`src/include/ior_consts.svh`:
```
// Constants for the inclusive-OR instruction execution block
`ifndef IOR_CONSTS_SVH
`define IOR_CONSTS_SVH
`define IOR_LIT_OPC        8'h09
`define IOR_FILE_OPC6      6'h04
`define IOR_IDX_MAX        8'h5F
`define IOR_ACCESS_SPLIT   8'h60
`define IOR_ACCESS_HI_BANK 4'hF
`define IOR_ACC_RST        8'h00
`endif

```
`src/include/ior_pkg.sv`:
```
// Types shared by the inclusive-OR execution block
`default_nettype none
package ior_pkg;
  typedef enum logic [1:0] {
    OP_NONE = 2'b00,
    OP_LIT  = 2'b01,
    OP_FILE = 2'b10
  } op_t;

  typedef struct packed {
    logic        valid;
    logic [15:0] word;
  } instr_t;

  typedef struct packed {
    logic        we;
    logic [11:0] addr;
    logic [7:0]  data;
  } file_wr_t;

  typedef struct packed {
    logic [7:0] acc;
    logic       neg;
    logic       zero;
    file_wr_t   fw;
    logic       done;
  } state_t;
endpackage : ior_pkg
`default_nettype wire

```
`src/rtl/ior_exec.sv`:
```
// Decode and single-cycle execution of the two inclusive-OR instructions
`default_nettype none
`include "ior_consts.svh"

module ior_exec (
  input  wire logic              clk,          // Core clock, 200 MHz
  input  wire logic              rst_n,        // Synchronous reset, active low
  input  wire ior_pkg::instr_t   instr,        // Instruction word with valid
  input  wire logic              ext_en,       // Extended instruction set enabled
  input  wire logic [3:0]        bank_pointer, // Bank select pointer
  input  wire logic [11:0]       index_base,   // Index register for literal offset
  output logic [11:0]            file_raddr,   // File read address (combinational)
  input  wire logic [7:0]        file_rdata,   // File read data, same cycle
  output ior_pkg::file_wr_t      file_wr,      // File write-back, registered
  output logic [7:0]             acc,          // Accumulator
  output logic                   neg_flag,     // Negative flag
  output logic                   zero_flag,    // Zero flag
  output logic                   done          // Pulse: an OR retired
);

  // ************************************************************
  // Decode
  // ************************************************************
  function automatic ior_pkg::op_t decode(input logic [15:0] w);
    if (w[15:8] == `IOR_LIT_OPC) begin
      decode = ior_pkg::OP_LIT;
    end else if (w[15:10] == `IOR_FILE_OPC6) begin
      decode = ior_pkg::OP_FILE;
    end else begin
      decode = ior_pkg::OP_NONE;
    end
  endfunction : decode

  function automatic logic [11:0] file_addr(input logic a, input logic [7:0] f,
                                           input logic ext, input logic [3:0] bp,
                                           input logic [11:0] idx);
    if (a) begin
      file_addr = {bp, f};
    end else if (ext && (f <= `IOR_IDX_MAX)) begin
      file_addr = idx + {4'h0, f};
    end else if (f < `IOR_ACCESS_SPLIT) begin
      file_addr = {4'h0, f};
    end else begin
      file_addr = {`IOR_ACCESS_HI_BANK, f}; // Upper access half maps to the top bank
    end
  endfunction : file_addr

  ior_pkg::op_t   op;
  ior_pkg::state_t s_q;
  ior_pkg::state_t s_d;
  logic [7:0]     result;

  assign op         = instr.valid ? decode(instr.word) : ior_pkg::OP_NONE;
  assign file_raddr = file_addr(instr.word[8], instr.word[7:0], ext_en,
                                bank_pointer, index_base);

  // ************************************************************
  // Execute
  // ************************************************************
  always_comb begin
    s_d       = s_q;
    s_d.fw.we = 1'b0;
    s_d.done  = 1'b0;
    result    = 8'h00;
    case (op)
      ior_pkg::OP_LIT: begin
        result   = s_q.acc | instr.word[7:0];
        s_d.acc  = result;
        s_d.done = 1'b1;
      end
      ior_pkg::OP_FILE: begin
        result = s_q.acc | file_rdata;
        if (instr.word[9]) begin
          s_d.fw.we   = 1'b1;
          s_d.fw.addr = file_raddr;
          s_d.fw.data = result;
        end else begin
          s_d.acc = result;
        end
        s_d.done = 1'b1;
      end
      default: begin
        result = 8'h00;
      end
    endcase
    if (op != ior_pkg::OP_NONE) begin
      s_d.neg  = result[7];
      s_d.zero = (result == 8'h00);
    end
  end

  always_ff @(posedge clk) begin
    if (!rst_n) begin
      s_q <= '{acc: `IOR_ACC_RST, neg: 1'b0, zero: 1'b0,
               fw: '{we: 1'b0, addr: 12'h000, data: 8'h00}, done: 1'b0};
    end else begin
      s_q <= s_d;
    end
  end

  assign acc       = s_q.acc;
  assign neg_flag  = s_q.neg;
  assign zero_flag = s_q.zero;
  assign file_wr   = s_q.fw;
  assign done      = s_q.done;
endmodule : ior_exec
`default_nettype wire

```
`config.mk`:
```
export PLATFORM = sky130hd
export DESIGN_NAME = ior_exec
export DESIGN_NICKNAME = d
export VERILOG_FILES = /design/src/include/ior_pkg.sv /design/src/rtl/ior_exec.sv
export VERILOG_INCLUDE_DIRS = /design/src /design/src/include
export SDC_FILE = /design/constraint.sdc
export NUM_CORES = 1
export LEC_CHECK = 0
export ABC_CLOCK_PERIOD_IN_PS = 1900
export BUFFER_PORTS_ARGS = -buffer_cell sky130_fd_sc_hd__buf_2
export CORE_ASPECT_RATIO = 1.1
export CORE_MARGIN = 5
export CORE_UTILIZATION = 40
export DETAILED_ROUTE_END_ITERATION = 12
export GPL_ROUTABILITY_DRIVEN = 0
export GPL_TIMING_DRIVEN = 0
export PLACE_DENSITY = 0.7
export SYNTH_ARGS = -nofsm -noshare
export SYNTH_HDL_FRONTEND = slang
export SYNTH_SLANG_ARGS = --single-unit
export TNS_END_PERCENT = 30
```
`constraint.sdc`:
```
create_clock -name clk -period 1.9 [get_ports clk]
set_input_delay 0.095 -clock clk [delete_from_list [all_inputs] [get_ports clk]]
set_output_delay 0.095 -clock clk [all_outputs]
set_load 0.005 [all_outputs]
```
* Word level (Yosys, flattened, before mapping)
Index checks and enable logic that the tools add are counted.
** Operators by class
- Bitwise logic cells :: 2
- $lt $le $gt $ge :: 2
- $add $sub $neg :: 1
- Eq/ne operators :: 5
- Reductions and logical operators :: 8
- Multiplexer cells :: 11
** Operator list (count)
- $mux 12 :: 3
- $pmux 8 s2 :: 2
- $mux 21 :: 1
- $or 8x8->8 :: 2
- $add 12x8->12 :: 1
- $eq 8x4->1 const B :: 1
- $le 8x7->1 const B :: 1
- $logic_not 8->1 :: 1
- $lt 8x7->1 const B :: 1
- $mux 8 :: 1
- $eq 6x3->1 const B :: 1
- $mux 2 :: 3
- $reduce_and 2->1 :: 3
- $reduce_bool 2->1 :: 2
- $eq 2x1->1 const B :: 1
- $eq 2x2->1 const B :: 1
- $ne 2x2->1 const B :: 1
- $reduce_or 2->1 :: 1
- $logic_and 1x1->1 :: 1
- $mux 1 :: 1
** Word-level totals
- Output and inout port bits :: 44
- Register bits :: 32
- Bits of input ports :: 44
- Word-level logic and storage cells :: 36

* Depth between registers and ports, before layout
- Word-level depth :: 7
- Mapped depth :: 9
- Mapped depth without buffers :: 9

* Worst setup path before layout
OpenSTA, ideal clock, no wires.
- Path kind :: input to register
- From :: input instr[0] (netlist name)
- To :: register s_q, in the netlist file_wr[16]
- Library setup time :: 122 ps
- Slack :: 257 ps
- Cell stages on the path :: 9
- Path buffers :: 0
- Data required time :: 1778 ps
- Arrival time :: 1521 ps
- Path through :: ha_1 -> inv_1 -> fa_1 -> nor2b_1 -> o31a_1 -> o21ai_2 -> xnor2_1 -> a21oi_1 -> o31ai_2
** On the way
- Word-level cells in the longest chain between the ends :: 4
- Elaborated cells on any way between the ends :: 7
- Classes of those cells :: 1 x add/sub; 2 x order compare; 3 x mux; 1 x reduce/logical
** RTL lines
- start: declaration :: line ior_exec.sv:8 : input wire ior_pkg::instr_t instr,
- $lt 8x7->1 (no source line) or $le 8x7->1 (tied branches)
- $mux 12 or $logic_and 1x1->1 (tied branches) :: line ior_exec.sv:41, ior_exec.sv:39
- $mux 12 * :: line ior_exec.sv:39 : end else if (ext && (f <= `IOR_IDX_MAX)) begin
- $mux 12 * :: line ior_exec.sv:37 : if (a) begin
- end signal: assignment :: line ior_exec.sv:94 : s_q <= '{acc: `IOR_ACC_RST, neg: 1'b0, zero: 1'b0,
- end: declaration :: line ior_exec.sv:49 : ior_pkg::state_t s_q;
Every way passes the cells marked *; elsewhere a longest branch is shown, timed or not.
A chain may end at the register's enable or synchronous reset.

* Worst setup path after layout
- From :: input instr[0] (netlist name)
- To :: output file_raddr[6]
** On the way
- Word-level cells in the longest chain between the ends :: 4
- Elaborated cells on any way between the ends :: 5
- Classes of those cells :: 1 x add/sub; 1 x order compare; 2 x mux; 1 x reduce/logical
** RTL lines
- branches (longest 2 deep; another with $add 12x8->12)
- $mux 12 * :: line ior_exec.sv:39
- $mux 12 * :: line ior_exec.sv:37
- end: declaration :: line ior_exec.sv:12 : output logic [11:0] file_raddr,
Mark *: on every way between the ends.

==> results.md <==
- Share of cells above drive strength 1: 39.1%
- Synthesized area: 2070 um2
- Number of max-cap violations: 0
- Clock latency on the worst-skew pair: 0.28 ns
- Data required time of the worst path: 1.80 ns
- Drc violations: 0
- Setup CP Type: input port to output port
- LEAKAGE: 0.00126 uW
- Drt wl/cell: 15.8 um
- Post-DR vias/cell: 5.54
- RSZ-0062 raised after global routing: yes
- Failing checks: setup timing
- Hold EP: file_wr[20]
- Crit start category: input port
- Slew Viols, Final: 0
- Tmin final: 1.93 ns
- Final nets: 400
- Worst slew margin: 69.9%
- Top cells by count, synth: dfxtp_1 (32), nor2_1 (31), nand2_1 (23)
- Die area: 6710 um2
- Top achievable clock speed: 518 MHz
- Initial DRC count: 63
- Rows: 27
- Via count: 2249
- Worst Hold Launch: rst_n
- First-pass GRT wire length: 10.6 mm
- Max VDD drop: 213 uV
- Clock Skew: 0.00222 ns
- EDFF count, synth: 0
- Asr flop ratio synth: 0%
- Root Driver: clkbuf_8
- Post-Syn Nets: 300
- Crit-path max FO: 3
- H-tree depth: 2
- CTS sink cnt: 32
- Starting Density: 41.3%
- Status: finished, violations left
- Top cell type's share of synthesized area: 31.0%
- Hold Fails Final Rpt: 0
- R2R Path Start: acc[3]
- Final Instance Count excl. Fillers: 406
- Setup_tns: -0.0317 ns
- Global route overflow: 0
- Setup ws final: -0.0317 ns
- Worst r2r path cells: 5
- Cell Count Post-Placement: 392
- Largest net degree at the start of global routing: 11
- Top cells by area, synth: dfxtp_1 (31%), nor2_1 (5.6%), ha_1 (4.8%)
- Worst flop-to-flop path endpoint: zero_flag
- Number of clock buffers inserted by TritonCTS: 5
- Post-synthesis sequential area ratio: 31.0%
- Clock slew at reported path FFs: 0.06 ns
- Ys Warns: 0
- Hold Path Depth: 3
- Gate Count Post-Synth: 247
- Antenna Diode Count: 0
- Final worst path period share: 102%
- Initial antenna violation count: 0
- Pwr Total: 1600 uW
- PortBufs: 87
- Crit end category: output port
- Hold/Removal Path Class: input port to flip-flop
- R2R setup slack: 0.43 ns
- Crit path DAT: 1.84 ns
- Drt first pass iters: 4
- Worst-Margin Slew: 0.451 ns
- # IOs: 88
- DRT Wirelength: 6.41 mm
- Synth unique cells: 58
- Die H: 85.4 um
- Routed Antenna Nets: 0
- Most instantiated library cell after synthesis: dfxtp_1
- Area Overhead vs Synth: 37.2%
- Die W: 78.5 um
- Core box area: 5000 um2
- Area leader, netlist: dfxtp_1
- CTS tree: built
- Hold slack: 0.0998 ns
- Fill count: 480
- Average size of a mapped cell: 8.37 um2
- Clk buf depth: 2
- P per Cell Area: 564 nW/um2
- Setup Viol. Count Final: 1
- Post-synth top flop: dfxtp_1
- Total GRT Usage: 19.6%
- Vias in the first global route: 2321
- Register bit total from synthesis: 32
- Hold Buf Count CTS: 0
- Final HPWL DP: 4.99 mm
-- state kept, by name (all words and copies together) (netlist names) --
signal     count
file_wr       21
acc            8
done           1
neg_flag       1
zero_flag      1
-- timing repair --
action / in CTS / in global routing
hold endpoints to repair: 0 / 0
buffers inserted: 6 / 0
pin swaps: 12 / 7
endpoints found under the setup margin: 5 / 6
resized for setup: 19 / 7
-- final cells by class --
type	count	area [um2]	area share, %
multi-input cells	200	1430	50.4
clock buffers	8	90.1	3.18
flip-flops and latches	32	641	22.6
well taps	58	72.6	2.56
plain buffers	9	83.8	2.96
repair buffers	93	497	17.5
inverters	6	22.5	0.794
-- how the worst max path moves through the flow --
stage,startpoint,endpoint,cells after the start
finish,instr[0],file_raddr[6],11
global placement,instr[0],file_raddr[8],11
detailed placement,instr[0],file_raddr[8],11
CTS,instr[0],file_raddr[6],11
floorplan,instr[0],file_wr[16],9
global route,instr[0],file_raddr[6],11
-- report_power, final --
group	switching, uW	leakage [uW]	internal [uW]
Clock	251	0.0000455	295
Sequential	1.71	0.000258	673
Combinational	201	0.000956	178
-- stage by stage --
| step | utilization [%] | instance area, um2 | worst slack, ns |
|---|---|---|---|
| 2_1_floorplan | - | 2070 | 0.257 |
| 3_3_place_gp | 51.5 | 2570 | -0.153 |
| 3_5_place_dp | 51.5 | 2570 | -0.199 |
| 4_1_cts | 56.2 | 2810 | -0.0243 |
| 5_1_grt | 56.7 | 2840 | -0.108 |
| 6_report | 56.7 | 2840 | -0.0317 |
-- critical path, stage by stage --
cell	delay [ns]
buf_8	0.10
ha_4	0.17
inv_2	0.05
fa_2	0.20
nor2b_2	0.05
o31a_1	0.34
o21a_1	0.19
or3_1	0.36
nand3_2	0.09
nand2_1	0.06
buf_2	0.12
-- cells by family after synthesis --
family	count (synthesis)	synth area share, %
adders and majority gates	9	5.81
DFF	32	31.0
and+or+nand+nor	106	26.9
buffers and inverters	15	5.14
muxes	11	5.39
AOI/OAI and AO/OA	70	24.1
xor gates and xnor gates	4	1.70
-- cell usage in the layout, fill, tap and decap left out, drive strengths merged, types with 2 or more instances in the layout --
cell type and instances:
a211oi 6, a21boi 5, a21o 4, a21oi 8
a31oi 2, and2 4, and3 3, buf 98
clkbuf 12, dfxtp 32, ha 8, inv 6
mux2i 10, nand2 25, nand2b 2, nand3 4
nand4 2, nor2 31, nor2b 5, nor3 11
nor3b 8, nor4 6, o21a 11, o21ai 20
o31ai 2, or4 2, xnor2 2, xor2 2
-- layer usage --
metal  global-route usage, %  part of all wire, %  vias up  wire [um]
met5                       0                    0        -          0
met2                    34.8                   48       93       3080
met3                    4.35                  7.3       16        470
met1                    22.1                   42     1038       2670
met4                    9.22                  3.0        0        191
li1                        -                    -     1102          -
Note: power is estimated with default switching activity, not from simulation.
